[src/design/cpl_pkg.sv]
package cpl_pkg;

    // register indices; byte address is four times the index
    localparam logic [1:0] IDX_INPUT_SOURCE = 2'h0;
    localparam logic [1:0] IDX_POWER_CONFIG = 2'h1;
    localparam logic [1:0] IDX_STATUS       = 2'h2;
    localparam logic [1:0] IDX_SHIP_CTRL    = 2'h3;
    localparam int unsigned IDX_LSB         = 2;

    localparam logic [2:0] INPUT_SOURCE_RESET = 3'h2;
    localparam logic [7:0] POWER_CONFIG_RESET = 8'h10;

    localparam int unsigned BOOST_CFG_BIT = 5;
    localparam int unsigned CHG_CFG_HI    = 5;
    localparam int unsigned CHG_CFG_LO    = 4;
    localparam logic [1:0]  CHG_CFG_ON    = 2'h1;
    localparam int unsigned SHIP_CMD_BIT  = 0;

    // limit codes picked by the select pin from a host port
    localparam logic [2:0] LIMIT_CODE_100MA = 3'h0;
    localparam logic [2:0] LIMIT_CODE_500MA = 3'h2;

    localparam int unsigned CLK_MHZ             = 250;
    localparam int unsigned ALERT_PULSE_US      = 256;
    localparam int unsigned ALERT_PULSE_CYC_DEF = ALERT_PULSE_US * CLK_MHZ;
    localparam int unsigned WAKE_DEGLITCH_DEF   = 16;
    localparam int unsigned RESET_HOLD_DEF      = 64;
    localparam int unsigned SWITCH_OFF_DEF      = 32;

    typedef struct packed {
        logic       sourceSelect;
        logic       limitSelectBoostEnable;
        logic       chargeEnableN;
        logic       shipWakeN;
        logic       thermistorSense;
        logic       supplyPresent;
        logic       faultIn;
        logic [2:0] inputLimitSet;
    } cpl_pins_type;

    localparam cpl_pins_type PINS_IDLE = '{
        sourceSelect: 1'b0, limitSelectBoostEnable: 1'b0,
        chargeEnableN: 1'b1, shipWakeN: 1'b1, thermistorSense: 1'b0,
        supplyPresent: 1'b0, faultIn: 1'b0, inputLimitSet: 3'h0};

    typedef struct packed {
        logic       boostActive;
        logic       chargeEnable;
        logic       batterySwitch;
        logic [2:0] inputCurrentLimit;
    } cpl_ctrl_type;

    localparam cpl_ctrl_type CTRL_RESET = '{
        boostActive: 1'b0, chargeEnable: 1'b0,
        batterySwitch: 1'b1, inputCurrentLimit: 3'h0};

    typedef struct packed {
        logic         faultIn;
        logic         supplyPresent;
        logic         thermFault;
        cpl_ctrl_type ctrl;
    } cpl_status_type;

    typedef enum logic [2:0] {
        SW_ON      = 3'b001,
        SW_SHIP    = 3'b010,
        SW_RST_OFF = 3'b100
    } cpl_sw_state_type;

endpackage

[src/design/cpl_pin_control.sv]
// Our own choices: the AHB-Lite slave port and the address map.
`timescale 1ns/1ps
// Function
// a status change or fault drives the open-drain alert low for 256 us
// host port buck mode: select pin high gives 500 mA, low 100 mA
// boost only while power config bit 5 is set and select pin is high
// charge only when power config bits 5:4 are 01 and enable pin low
// input limit is the lower of resistor limit and register bits 2:0
// thermistor out of window suspends charging and stops boost
// wake falling edge held low for deglitch time turns switch on
// no supply, wake low for hold time: switch off for a while, then on
// the outside must drive the charge enable pin high or low, never float
// source select high means host port, low means adapter
// wake, hold and off times are counters with parameter terminal counts
// alert width from a clock counter; new events never shorten a pulse
module cpl_pin_control
    import cpl_pkg::*;
#(
    parameter int unsigned ALERT_PULSE_CYCLES = ALERT_PULSE_CYC_DEF,
    parameter int unsigned WAKE_DEGLITCH_CYC  = WAKE_DEGLITCH_DEF,
    parameter int unsigned RESET_HOLD_CYC     = RESET_HOLD_DEF,
    parameter int unsigned SWITCH_OFF_CYC     = SWITCH_OFF_DEF
) (
    input  wire logic         clk,
    input  wire logic         reset,
    input  wire logic         hsel,
    input  wire logic [31:0]  haddr,
    input  wire logic [1:0]   htrans,
    input  wire logic         hwrite,
    input  wire logic [2:0]   hsize,
    input  wire logic [31:0]  hwdata,
    input  wire logic         hready,
    output logic      [31:0]  hrdata,
    output logic              hreadyout,
    output logic              hresp,
    input  wire cpl_pins_type pins,
    output cpl_ctrl_type      ctrl,
    output logic              alertOut,
    output logic              alertOe
);

    cpl_pins_type     pinsMeta_r;
    cpl_pins_type     pinsSync_r;
    logic             addrPhase;
    logic             addrHit;
    logic             wrPend_r;
    logic             wrHit_r;
    logic [1:0]       wrIdx_r;
    logic [2:0]       inputSource_r;
    logic [2:0]       inputSource_nxt;
    logic [7:0]       powerConfig_r;
    logic [7:0]       powerConfig_nxt;
    logic             shipCmd;
    logic [31:0]      readValue;
    logic [31:0]      hrdata_r;
    cpl_ctrl_type     ctrl_r;
    cpl_ctrl_type     ctrl_nxt;
    cpl_status_type   status;
    cpl_status_type   statusPrev_r;
    logic             thermFault;
    logic [2:0]       minLimit;
    logic [2:0]       hostLimit;
    cpl_sw_state_type swState_r;
    cpl_sw_state_type swState_nxt;
    logic             wakePrev_r;
    logic             wakeFall;
    logic             wakeArmed_r;
    logic             wakeConsume;
    logic [31:0]      lowCnt_r;
    logic [31:0]      offCnt_r;
    logic             statusEvent;
    logic             pulseActive_r;
    logic             pulseStart;
    logic             pending_r;
    logic [31:0]      pulseCnt_r;

    // every pin crosses two flops before any logic looks at it
    always_ff @(posedge clk) begin
        if (reset) begin
            pinsMeta_r <= PINS_IDLE;
            pinsSync_r <= PINS_IDLE;
        end else begin
            pinsMeta_r <= pins;
            pinsSync_r <= pinsMeta_r;
        end
    end

    // zero wait state slave; hsize ignored, only whole words are used
    assign addrPhase = hsel & htrans[1] & hready;
    assign addrHit   = (haddr[31:4] == 28'h0);
    assign hreadyout = 1'b1;
    assign hresp     = 1'b0;
    assign hrdata    = hrdata_r;

    always_ff @(posedge clk) begin
        if (reset) begin
            wrPend_r <= 1'b0;
            wrHit_r  <= 1'b0;
            wrIdx_r  <= 2'h0;
        end else begin
            wrPend_r <= addrPhase & hwrite;
            if (addrPhase) begin
                wrHit_r <= addrHit;
                wrIdx_r <= haddr[IDX_LSB +: 2];
            end
        end
    end

    // next values feed both the flops and a read that follows a write
    always_comb begin
        inputSource_nxt = inputSource_r;
        powerConfig_nxt = powerConfig_r;
        if (wrPend_r && wrHit_r) begin
            if (wrIdx_r == IDX_INPUT_SOURCE) begin
                inputSource_nxt = hwdata[2:0];
            end
            if (wrIdx_r == IDX_POWER_CONFIG) begin
                powerConfig_nxt = hwdata[7:0];
            end
        end
    end

    assign shipCmd = wrPend_r & wrHit_r & (wrIdx_r == IDX_SHIP_CTRL)
                     & hwdata[SHIP_CMD_BIT];

    always_ff @(posedge clk) begin
        if (reset) begin
            inputSource_r <= INPUT_SOURCE_RESET;
            powerConfig_r <= POWER_CONFIG_RESET;
        end else begin
            inputSource_r <= inputSource_nxt;
            powerConfig_r <= powerConfig_nxt;
        end
    end

    always_comb begin
        readValue = 32'h0;
        if (addrHit) begin
            case (haddr[IDX_LSB +: 2])
                IDX_INPUT_SOURCE: readValue = {29'h0, inputSource_nxt};
                IDX_POWER_CONFIG: readValue = {24'h0, powerConfig_nxt};
                IDX_STATUS:       readValue = {22'h0, pulseActive_r,
                                               status};
                default:          readValue = 32'h0;
            endcase
        end
    end

    always_ff @(posedge clk) begin
        if (reset) begin
            hrdata_r <= 32'h0;
        end else if (addrPhase && !hwrite) begin
            hrdata_r <= readValue;
        end else begin
            hrdata_r <= 32'h0;
        end
    end

    assign thermFault = pinsSync_r.thermistorSense;

    // codes rise with current, so the lower code is the lower limit
    assign minLimit = (inputSource_r < pinsSync_r.inputLimitSet)
                      ? inputSource_r
                      : pinsSync_r.inputLimitSet;
    assign hostLimit = pinsSync_r.limitSelectBoostEnable
                       ? LIMIT_CODE_500MA
                       : LIMIT_CODE_100MA;

    always_comb begin
        ctrl_nxt = CTRL_RESET;
        ctrl_nxt.boostActive = powerConfig_r[BOOST_CFG_BIT]
                               & pinsSync_r.limitSelectBoostEnable
                               & ~thermFault;
        // a floating enable pin is not filtered here
        ctrl_nxt.chargeEnable =
            (powerConfig_r[CHG_CFG_HI:CHG_CFG_LO] == CHG_CFG_ON)
            & ~pinsSync_r.chargeEnableN
            & ~thermFault;
        ctrl_nxt.batterySwitch = (swState_r == SW_ON);
        if (!ctrl_nxt.boostActive && pinsSync_r.sourceSelect) begin
            ctrl_nxt.inputCurrentLimit = hostLimit;
        end else begin
            ctrl_nxt.inputCurrentLimit = minLimit;
        end
    end

    always_ff @(posedge clk) begin
        if (reset) begin
            ctrl_r <= CTRL_RESET;
        end else begin
            ctrl_r <= ctrl_nxt;
        end
    end

    assign ctrl = ctrl_r;

    // wake pin: an armed falling edge, then a count of low cycles
    assign wakeFall = wakePrev_r & ~pinsSync_r.shipWakeN;

    always_ff @(posedge clk) begin
        if (reset) begin
            wakePrev_r <= 1'b1;
        end else begin
            wakePrev_r <= pinsSync_r.shipWakeN;
        end
    end

    always_ff @(posedge clk) begin
        if (reset) begin
            wakeArmed_r <= 1'b0;
        end else if (wakeFall) begin
            wakeArmed_r <= 1'b1;
        end else if (pinsSync_r.shipWakeN || wakeConsume) begin
            wakeArmed_r <= 1'b0;
        end
    end

    always_ff @(posedge clk) begin
        if (reset) begin
            lowCnt_r <= 32'h0;
        end else if (wakeFall) begin
            lowCnt_r <= 32'h1;
        end else if (pinsSync_r.shipWakeN) begin
            lowCnt_r <= 32'h0;
        end else if (wakeArmed_r && lowCnt_r != 32'hFFFFFFFF) begin
            lowCnt_r <= lowCnt_r + 32'h1;
        end
    end

    // in SW_ON a ship command wins over a wake in the same cycle; SW_SHIP ignores ship commands
    always_comb begin
        swState_nxt = swState_r;
        wakeConsume = 1'b0;
        case (swState_r)
            SW_ON: begin
                if (shipCmd) begin
                    swState_nxt = SW_SHIP;
                end else if (wakeArmed_r && !pinsSync_r.supplyPresent
                             && lowCnt_r >= RESET_HOLD_CYC) begin
                    swState_nxt = SW_RST_OFF;
                    wakeConsume = 1'b1;
                end
            end
            SW_SHIP: begin
                if (wakeArmed_r && lowCnt_r >= WAKE_DEGLITCH_CYC) begin
                    swState_nxt = SW_ON;
                    wakeConsume = 1'b1;
                end
            end
            SW_RST_OFF: begin
                if (offCnt_r >= SWITCH_OFF_CYC - 1) begin
                    swState_nxt = SW_ON;
                end
            end
            default: begin
                swState_nxt = SW_ON;
            end
        endcase
    end

    always_ff @(posedge clk) begin
        if (reset) begin
            swState_r <= SW_ON;
        end else begin
            swState_r <= swState_nxt;
        end
    end

    always_ff @(posedge clk) begin
        if (reset) begin
            offCnt_r <= 32'h0;
        end else if (swState_r == SW_RST_OFF) begin
            offCnt_r <= offCnt_r + 32'h1;
        end else begin
            offCnt_r <= 32'h0;
        end
    end

    // any change of the reported state is an event
    assign status.faultIn       = pinsSync_r.faultIn;
    assign status.supplyPresent = pinsSync_r.supplyPresent;
    assign status.thermFault    = thermFault;
    assign status.ctrl          = ctrl_r;

    always_ff @(posedge clk) begin
        if (reset) begin
            statusPrev_r <= '0;
        end else begin
            statusPrev_r <= status;
        end
    end

    assign statusEvent = (status != statusPrev_r);
    assign pulseStart  = (statusEvent | pending_r) & ~pulseActive_r;

    // events during a pulse are folded into one follow-up pulse
    always_ff @(posedge clk) begin
        if (reset) begin
            pending_r <= 1'b0;
        end else begin
            pending_r <= (statusEvent & pulseActive_r)
                         | (pending_r & ~pulseStart);
        end
    end

    always_ff @(posedge clk) begin
        if (reset) begin
            pulseActive_r <= 1'b0;
            pulseCnt_r    <= 32'h0;
        end else if (pulseStart) begin
            pulseActive_r <= 1'b1;
            pulseCnt_r    <= 32'h0;
        end else if (pulseActive_r) begin
            if (pulseCnt_r >= ALERT_PULSE_CYCLES - 1) begin
                pulseActive_r <= 1'b0;
            end else begin
                pulseCnt_r <= pulseCnt_r + 32'h1;
            end
        end
    end

    // open drain: only ever pulls low
    assign alertOut = 1'b0;
    assign alertOe  = pulseActive_r;

endmodule // cpl_pin_control

[config.mk]
export PLATFORM = sky130hd
export DESIGN_NAME = cpl_pin_control
export DESIGN_NICKNAME = d
export VERILOG_FILES = /design/src/design/cpl_pkg.sv /design/src/design/cpl_pin_control.sv
export SDC_FILE = /design/constraint.sdc
export NUM_CORES = 1
export LEC_CHECK = 0
export BUFFER_PORTS_ARGS = -buffer_cell sky130_fd_sc_hd__buf_2
export CAP_MARGIN = 40
export CORE_ASPECT_RATIO = 0.6
export CORE_MARGIN = 10
export CORE_UTILIZATION = 45
export CTS_BUF_LIST = sky130_fd_sc_hd__clkbuf_8
export DETAILED_ROUTE_END_ITERATION = 16
export PLACE_DENSITY = 0.67
export SLEW_MARGIN = 20
export SYNTH_ARGS = -nofsm -noshare
export SYNTH_HDL_FRONTEND = slang
export SYNTH_SLANG_ARGS = --single-unit
[constraint.sdc]
create_clock -name clk -period 4.3 [get_ports clk]
set_input_delay 0.86 -clock clk [delete_from_list [all_inputs] [get_ports clk]]
set_output_delay 0.86 -clock clk [all_outputs]
set_load 0.005 [all_outputs]
==> summary.txt, run 1 <==
Cells and area
  • Area growth, synth to finish: 12.9%
  • Nets: 939
  • Most common library cell in the layout ignoring fill and taps: dfxtp_1
  • Layout cell share with drive strength beyond 1: 14.5%
  • Count of filler cells inserted in the layout: 1,421
  • Final Non-Filler Cells: 1,066
  • Leading cell types in the layout, fill and taps excluded: dfxtp_1, buf_2, nor2_1, a21oi_1, nand2_1

Synthesis
  • Synthesized area: 6960 um^2
  • Simple-gate area share of the yosys netlist: 28.2%
  • Warnings from Yosys: 0
  • Number of enable-type register cells in the synthesized netlist: 0
  • Fraction of registers with async set/reset: 0%
  • Xor and xnor area share after synthesis: 5.41%
  • Count of different cell masters after synthesis: 54
  • Share of the yosys chip area belonging to registers: 46.9%
  • Combinational family with the most area after synthesis: simple AND/OR/NAND/NOR gates
  • Cells after Synth: 778
  • Syn avg cell area: 8.94 um^2
  • Synthesized-area fraction occupied by ao, oa, aoi and oai cells: 10.3%
  • Register bit total from synthesis: 163
  • Post-synthesis share of cell area spent on full adders, half adders and majority gates: 1.08%
  • Most frequently used flop master after synthesis: dfxtp_1
  • Multiplexer area fraction after synthesis: 2.30%

STA
  • Setup violations, final: 0
  • Least-Margin Pin Slew: 0.860 ns
  • Max_slew headroom: 42.4%
  • Final Hold Viols: 0
  • Final Skew: 0.0195 ns
  • Final Slew Violations: 0
  • Fraction of the cycle the final worst path needs: 58.1%
  • Unrepaired setup endpoints after global routing: no
  • Accumulated negative setup slack: 0 ns
  • Tmin final: 2.50 ns
  • Max Fclk: 401 MHz
  • Least setup slack across all paths after layout: 1.80 ns

Setup path
  • Req. time, crit path: 4.62 ns
  • Max incr delay on CP: 0.76 ns
  • CP max FO: 11
  • Ordered list of cells on the worst path: nand4_1, or4_1, o211ai_1, or4_1, a21oi_1
  • Launch point of the worst reg-to-reg path: lowCnt_r[19]
  • Startpoint type of the worst setup path: flip-flop
  • Slowest CP cell: o211ai_1
  • Critical path buffers and inverters: 0
  • Data arrival, critical path: 2.82 ns
  • Cell type group with the largest total delay on the critical path: simple AND/OR/NAND/NOR gates
  • Crit path launch: lowCnt_r[19]
  • Class of the most critical setup path: flip-flop to flip-flop
  • Crit. End Element: flip-flop
  • Most Frequent Cell on Critical Path: or4_1

Placed design
  • Worst slack at placement: 1.82 ns
  • HPWL after detailed placement: 10.4 mm
  • Gpl congestion: 0.765
  • Cell Count Post-Placement: 1,032
  • Number of port buffers: 70

Clock network
  • Number of resized instances in the post-cts repair step: 0
  • CTS buffer count: 17
  • Post-CTS setup buffers: 0
  • Clock root cell: clkbuf_8
  • TritonCTS clock tree: done
  • Clk sink count: 163
  • Maximum level of the CTS H-tree: 4
  • Clock transition at the registers of the reported paths: 0.11 ns
  • Cts hold-fix bufs: 0
  • CTS Buffer Depth: 2
  • Worst skew pair latency: 0.46 ns

Detailed routing
  • Total number of vias: 5,378
  • Remaining DRCs: 0
  • Initial detailed-routing violation count: 320
  • Number of antenna-violating nets in the routed design: 0
  • Wire per inst: 13.6 um
  • Routed vias/inst: 5.05
  • Total wire length after detailed routing: 14.5 mm
  • Pre-Repair DR Iteration Count: 4

Die
  • Full die area: 21,000 um^2
  • Initial cell density of the core: 45.6%
  • Die height: 116 um
  • Core Region: 15,200 um^2
  • IO Count: 126
  • Width of the chip: 181 um
  • Floorplan row count: 35

Hold path
  • Hold Crit Start: pinsSync_r[7]
  • HP Class: flip-flop to flip-flop

Power
  • Cell area power density: 356 nW/um^2
  • Maximum resistive drop on vdd: 211 uV
  • Leakage power: 0.00291 uW

Global routing
  • First-pass GRT wire length: 24.2 mm
  • Gr usage total: 13.7%
  • Pin count of the biggest net entering global routing: 40
  • Number of antenna violations at the first check in global routing: 2
  • Remaining global-route overflow: 0
  • Vias in the first global route: 4,963

Run
  • Max Cap Viol: 0

Status
  • Status: complete, no violations
==> routing by layer <==
layer / part of all wire (%) / track usage [%] / wire length (um)
met1: 53 / 19.9 / 7680
met2: 42 / 19.0 / 6120
met3: 4.2 / 3.87 / 610
met4: 0.57 / 4.24 / 83
met5: 0.14 / 0 / 20
==> synth_stat cells, drive strengths merged, types with 3 or more instances <==
cell type / count / area [um^2]
a211oi: 4 / 30.0
a21oi: 49 / 245
and2: 24 / 150
and3: 15 / 93.8
and4: 5 / 43.8
buf: 31 / 231
clkbuf: 19 / 71.3
dfxtp: 163 / 3260
ha: 6 / 75.1
inv: 23 / 86.3
mux2i: 16 / 160
nand2: 47 / 176
nand2b: 5 / 31.3
nand3: 34 / 170
nand4: 22 / 138
nor2: 70 / 263
nor2b: 28 / 175
nor3: 12 / 70.1
nor3b: 4 / 30.0
nor4: 27 / 169
o21a: 5 / 37.5
o21ai: 31 / 155
o31a: 3 / 26.3
o31ai: 13 / 111
o41ai: 3 / 26.3
or2: 11 / 68.8
or3: 31 / 194
or4: 13 / 97.6
xnor2: 12 / 105
xor2: 31 / 272
==> flip-flops by register name (all words and copies together), names as in the netlist, 2 cells and up <==
signal         flops
hrdata            10
offCnt_r          32
pinsSync_r         9
swState_r          3
ctrl               6
powerConfig_r      8
statusPrev_r       9
pulseCnt_r        32
inputSource_r      3
pinsMeta_r        10
wrIdx_r            2
lowCnt_r          32
==> through the flow <==
step | hold WS [ns] | area [um^2] | utilization, % | power (uW)
after floorplan | 0.373 | 7040 | - | 1650
after CTS | 0.399 | 7840 | 51.4 | 2830
final | 0.401 | 7850 | 51.5 | 2800
after detailed placement | 0.383 | 7420 | 48.7 | 1670
after global routing | 0.410 | 7850 | 51.5 | 2910
after global placement | 0.382 | 7380 | 48.4 | 1670
==> worst register-to-register path, stage by stage, from the launching register on <==
cell      delay [ns]
dfxtp_1         0.48
nand4_1         0.17
or4_1           0.66
o211ai_1        0.76
or4_1           0.22
a21oi_1         0.06
==> power by group <==
group          internal [uW]  switching [uW]  leakage (uW)
clock                    498             657      0.000206
combinational           45.4            58.7       0.00139
sequential              1530            11.4       0.00132
==> final cells by class <==
type	count	area (um^2)	area share (%)
multi-input combinational	564	3390	43.1
sequential	163	3260	41.6
timing repair buffer	79	430	5.48
tap	203	254	3.24
clock buffer	17	234	2.98
clock inverter	15	190	2.42
inverter	24	90.1	1.15
antenna	1	2.50	0.0319
==> path summary, 6_finish.rpt <==
check | endpoint | slack, ns | cells past startpoint
max reg2reg | lowCnt_r[16] | 1.80 | 5
min reg2reg | ctrl[4] | 0.40 | 1
max | lowCnt_r[16] | 1.80 | 5
min | ctrl[4] | 0.40 | 1
==> cells by family (layout without fill, tap and decap cells) <==
| kind of cell | after synthesis | count (layout) |
|---|---|---|
| other | 2 | 26 |
| AO/OA/AOI/OAI | 118 | 118 |
| flip-flops | 163 | 163 |
| XOR/XNOR | 43 | 43 |
| AND/OR/NAND/NOR | 356 | 356 |
| buffers and inverters | 74 | 135 |
| multiplexers | 16 | 16 |
| adder cells (fa/ha/maj) | 6 | 6 |
Note: power is estimated with default switching activity, not from simulation.
==> run 2, diff against run 1 <==
--- a/config.mk
+++ b/config.mk
@@ -5,6 +5,7 @@
 export SDC_FILE = /design/constraint.sdc
 export NUM_CORES = 1
 export LEC_CHECK = 0
+export ABC_AREA = 1
 export BUFFER_PORTS_ARGS = -buffer_cell sky130_fd_sc_hd__buf_2
 export CAP_MARGIN = 40
 export CORE_ASPECT_RATIO = 0.6
@@ -12,7 +13,7 @@
 export CORE_UTILIZATION = 45
 export CTS_BUF_LIST = sky130_fd_sc_hd__clkbuf_8
 export DETAILED_ROUTE_END_ITERATION = 16
-export PLACE_DENSITY = 0.67
+export PLACE_DENSITY = 0.65
 export SLEW_MARGIN = 20
 export SYNTH_ARGS = -nofsm -noshare
 export SYNTH_HDL_FRONTEND = slang
==> constraint.sdc (replaced) <==
create_clock -name clk -period 2.47 [get_ports clk]
set_input_delay 0.494 -clock clk [delete_from_list [all_inputs] [get_ports clk]]
set_output_delay 0.494 -clock clk [all_outputs]
set_load 0.005 [all_outputs]
==> run 2 against run 1 <==
- wire length increased by 48%
- fmax increased by 12%
- area after synthesis increased by 21%
- flip-flop and latch count stayed put
- die area up 18%
- count of clock-buffer cells in the layout rose by 1
- via count up 49%
==> summary.txt, run 2 <==
STA
  • Least-Margin Pin Slew: 0.739 ns (was 0.860 ns)
  • Setup violations, final: 0 (unchanged)
  • Final Hold Viols: 0 (unchanged)
  • Unrepaired setup endpoints after global routing: no (unchanged)
  • Tmin final: 2.24 ns (was 2.50 ns)
  • Fraction of the cycle the final worst path needs: 90.5% (was 58.1%)
  • Accumulated negative setup slack: 0 ns (unchanged)
  • Worst-case hold slack: 0.208 ns (was 0.401 ns)
  • Final Slew Violations: 0 (unchanged)
  • Max Fclk: 447 MHz (was 401 MHz)
  • Final Skew: 0.0139 ns (was 0.0195 ns)
  • Max_slew headroom: 50.7% (was 42.4%)

Detailed routing
  • Total wire length after detailed routing: 21.5 mm (was 14.5 mm)
  • Number of antenna-violating nets in the routed design: 0 (unchanged)
  • Routed vias/inst: 4.90 (was 5.05)
  • Total number of vias: 7,990 (was 5,378)
  • Wire per inst: 13.2 um (was 13.6 um)
  • Initial detailed-routing violation count: 830 (was 320)
  • Pre-Repair DR Iteration Count: 5 (was 4)
  • Remaining DRCs: 0 (unchanged)

Synthesis
  • Commonest cells in the netlist: nand2_1, nor2_1, inv_1 (was dfxtp_1, nor2_1, a21oi_1)
  • Top-area cell type share of the netlist area: 38.9% (was 46.9%)
  • Share of the yosys chip area belonging to registers: 38.9% (was 46.9%)
  • Multiplexer area fraction after synthesis: 0% (was 2.30%)
  • Synthesized-area fraction occupied by ao, oa, aoi and oai cells: 7.52% (was 10.3%)
  • Most common cell in the synthesized netlist: nand2_1 (was dfxtp_1)
  • Number of enable-type register cells in the synthesized netlist: 0 (unchanged)
  • Combinational family with the most area after synthesis: simple AND/OR/NAND/NOR gates (unchanged)
  • Leading area contributor after synthesis: dfxtp_1 (unchanged)
  • Post-synthesis share of cell area spent on full adders, half adders and majority gates: 0.895% (was 1.08%)
  • Most frequently used flop master after synthesis: dfxtp_1 (unchanged)
  • Xor and xnor area share after synthesis: 2.51% (was 5.41%)
  • Cells after Synth: 1,305 (was 778)
  • Simple-gate area share of the yosys netlist: 38.6% (was 28.2%)
  • Fraction of registers with async set/reset: 0% (unchanged)
  • Register bit total from synthesis: 163 (unchanged)
  • Warnings from Yosys: 0 (unchanged)
  • Synthesized area: 8390 um^2 (was 6960 um^2)
  • Syn avg cell area: 6.43 um^2 (was 8.94 um^2)
  • Count of different cell masters after synthesis: 38 (was 54)
  • Leading cell types by total area after synthesis: dfxtp_1, nand2_1, nor2_1, inv_1, nand3_1 (was dfxtp_1, xor2_1, nor2_1, a21oi_1, buf_4)

Cells and area
  • Most common library cell in the layout ignoring fill and taps: nand2_1 (was dfxtp_1)
  • Top flop regs: lowCnt_r x32, offCnt_r x32, pulseCnt_r x32 (unchanged)
  • Count of filler cells inserted in the layout: 1,891 (was 1,421)
  • Layout cell share with drive strength beyond 1: 10.4% (was 14.5%)
  • Nets: 1,467 (was 939)
  • Final antenna diode count: 0 (was 1)
  • Area growth, synth to finish: 11.4% (was 12.9%)
  • Leading cell types in the layout, fill and taps excluded: nand2_1, nor2_1, inv_1, dfxtp_1, nand3_1 (was dfxtp_1, buf_2, nor2_1, a21oi_1, nand2_1)
  • Final Cell Area: 9340 um^2 (was 7850 um^2)

Die
  • Floorplan row count: 38 (was 35)
  • Initial cell density of the core: 46.2% (was 45.6%)
  • IO Count: 126 (unchanged)
  • Die height: 126 um (was 116 um)
  • Core Region: 18,200 um^2 (was 15,200 um^2)
  • Full die area: 24,700 um^2 (was 21,000 um^2)
  • Width of the chip: 196 um (was 181 um)

Hold path
  • Cell count of the worst hold path: 2 (was 1)
  • Hold Crit Start: pins[6] (was pinsSync_r[7])
  • HP Class: input port to flip-flop (was flip-flop to flip-flop)

Clock network
  • Worst skew pair latency: 0.46 ns (about the same)
  • CTS Buffer Depth: 2 (unchanged)
  • Post-CTS setup buffers: 0 (unchanged)
  • Clock root cell: clkbuf_8 (unchanged)
  • Cts hold-fix bufs: 0 (unchanged)
  • Number of resized instances in the post-cts repair step: 0 (unchanged)
  • CTS buffer count: 17 (unchanged)
  • Clock transition at the registers of the reported paths: 0.09 ns (was 0.11 ns)
  • Maximum level of the CTS H-tree: 4 (unchanged)
  • Clk sink count: 163 (unchanged)
  • TritonCTS clock tree: done (unchanged)

Run
  • Max Cap Viol: 0 (unchanged)

Setup path
  • R2r setup slk: 0.23 ns (was 1.80 ns)
  • CP max FO: 16 (was 11)
  • Startpoint type of the worst setup path: flip-flop (unchanged)
  • Max incr delay on CP: 0.57 ns (was 0.76 ns)
  • Ordered list of cells on the worst path: ha_1, inv_1, nor2_4, nand2_2, nor2_4, a21oi_2, buf_4, nand2_1, a21oi_1 (was nand4_1, or4_1, o211ai_1, or4_1, a21oi_1)
  • R2R depth: 9 (was 5)
  • Reg2Reg Capture Point: lowCnt_r[4] (was lowCnt_r[16])
  • Class of the most critical setup path: flip-flop to flip-flop (unchanged)
  • Launch point of the worst reg-to-reg path: lowCnt_r[0] (was lowCnt_r[19])
  • Crit path launch: lowCnt_r[0] (was lowCnt_r[19])
  • Data arrival, critical path: 2.63 ns (was 2.82 ns)
  • Most Frequent Cell on Critical Path: nor2_4 (was or4_1)
  • Crit. End Element: flip-flop (unchanged)
  • Slowest CP cell: a21oi_2 (was o211ai_1)
  • End point of the critical path: lowCnt_r[4] (was lowCnt_r[16])
  • Req. time, crit path: 2.86 ns (was 4.62 ns)

Power
  • Cell area power density: 547 nW/um^2 (was 356 nW/um^2)
  • Maximum resistive drop on vdd: 328 uV (was 211 uV)
  • Leakage power: 0.00368 uW (was 0.00291 uW)
  • Total power of the final layout: 5110 uW (was 2800 uW)

Global routing
  • Number of antenna violations at the first check in global routing: 0 (was 2)
  • Remaining global-route overflow: 0 (unchanged)
  • First-pass GRT wire length: 36.0 mm (was 24.2 mm)
  • Gr usage total: 17.5% (was 13.7%)
  • Vias in the first global route: 7,146 (was 4,963)
  • Pin count of the biggest net entering global routing: 44 (was 40)

Status
  • Status: complete, no violations (unchanged)

Placed design
  • Cell area after placement: 8890 um^2 (was 7420 um^2)
  • HPWL after detailed placement: 16.4 mm (was 10.4 mm)
  • Gpl congestion: 0.957 (was 0.765)
  • Number of port buffers: 70 (unchanged)
run 2: cell types whose count changed in the layout (fill, tap and decap cells not counted), sizes merged, moves of 16 or more:
cell and change:
nor2 +177, a21oi +23, mux2i -16, nand3 +40, xor2 -16, nand2 +318
inv +145, or3 -31, and2 -22, nor4 -23, nor3 +31, nor2b -28
run 2: how the worst min path moves through the flow:
stage	to	slack, ns
2_1_floorplan	ctrl[4]	0.37
3_3_place_gp	ctrl[4]	0.38
3_5_place_dp	ctrl[4]	0.39
4_1_cts	pinsMeta_r[6]	0.18
5_1_grt	pinsMeta_r[7]	0.18
6_report	pinsMeta_r[6]	0.21
run 2: through the flow:
stage               setup WS (ns)  cells  utilization, %
detailed placement          0.246   1598            48.9
finish                      0.234   1630            51.4
CTS                         0.170   1630            51.4
global placement            0.302   1598            48.9
global route               0.0193   1630            51.4
floorplan                   0.878   1328               -
run 2: power by group:
part / switching (uW) / internal [uW] / total (uW)
sequential: 16.8 / 2660 / 2670
combinational: 147 / 80.7 / 228
clock: 1060 / 1150 / 2210
total: 1230 / 3880 / 5110
run 2: critical path: cells and delay by family, from the launching register on:
kind,cells,cell delay [ns]
buffers and inverters,2,0.47
AOI/OAI and AO/OA,2,0.72
DFF,1,0.35
and+or+nand+nor,4,0.34
adders and majority gates,1,0.27
run 2: cell type report:
type | instances | area, um^2 | share of cell area (%)
multi-input combinational | 943 | 4250 | 45.5
sequential | 163 | 3260 | 34.9
inverter | 171 | 642 | 6.87
timing repair buffer | 81 | 433 | 4.64
tap | 240 | 300 | 3.22
clock buffer | 18 | 248 | 2.65
clock inverter | 14 | 201 | 2.16
run 2: layer usage:
| layer | global-route usage (%) | part of all wire [%] | up-vias |
|---|---|---|---|
| met4 | 3.58 | 0.62 | 0 |
| met5 | 0 | 0 | - |
| met3 | 4.58 | 8.1 | 12 |
| li1 | - | - | 4152 |
| met1 | 26.9 | 54 | 3573 |
| met2 | 23.3 | 38 | 253 |
run 2: cells by family after synthesis:
logic type | Yosys count
AND/OR/NAND/NOR | 772
buffers and inverters | 222
flip-flops | 163
AO/OA/AOI/OAI | 116
XOR/XNOR | 24
adder cells (fa/ha/maj) | 6
other | 2
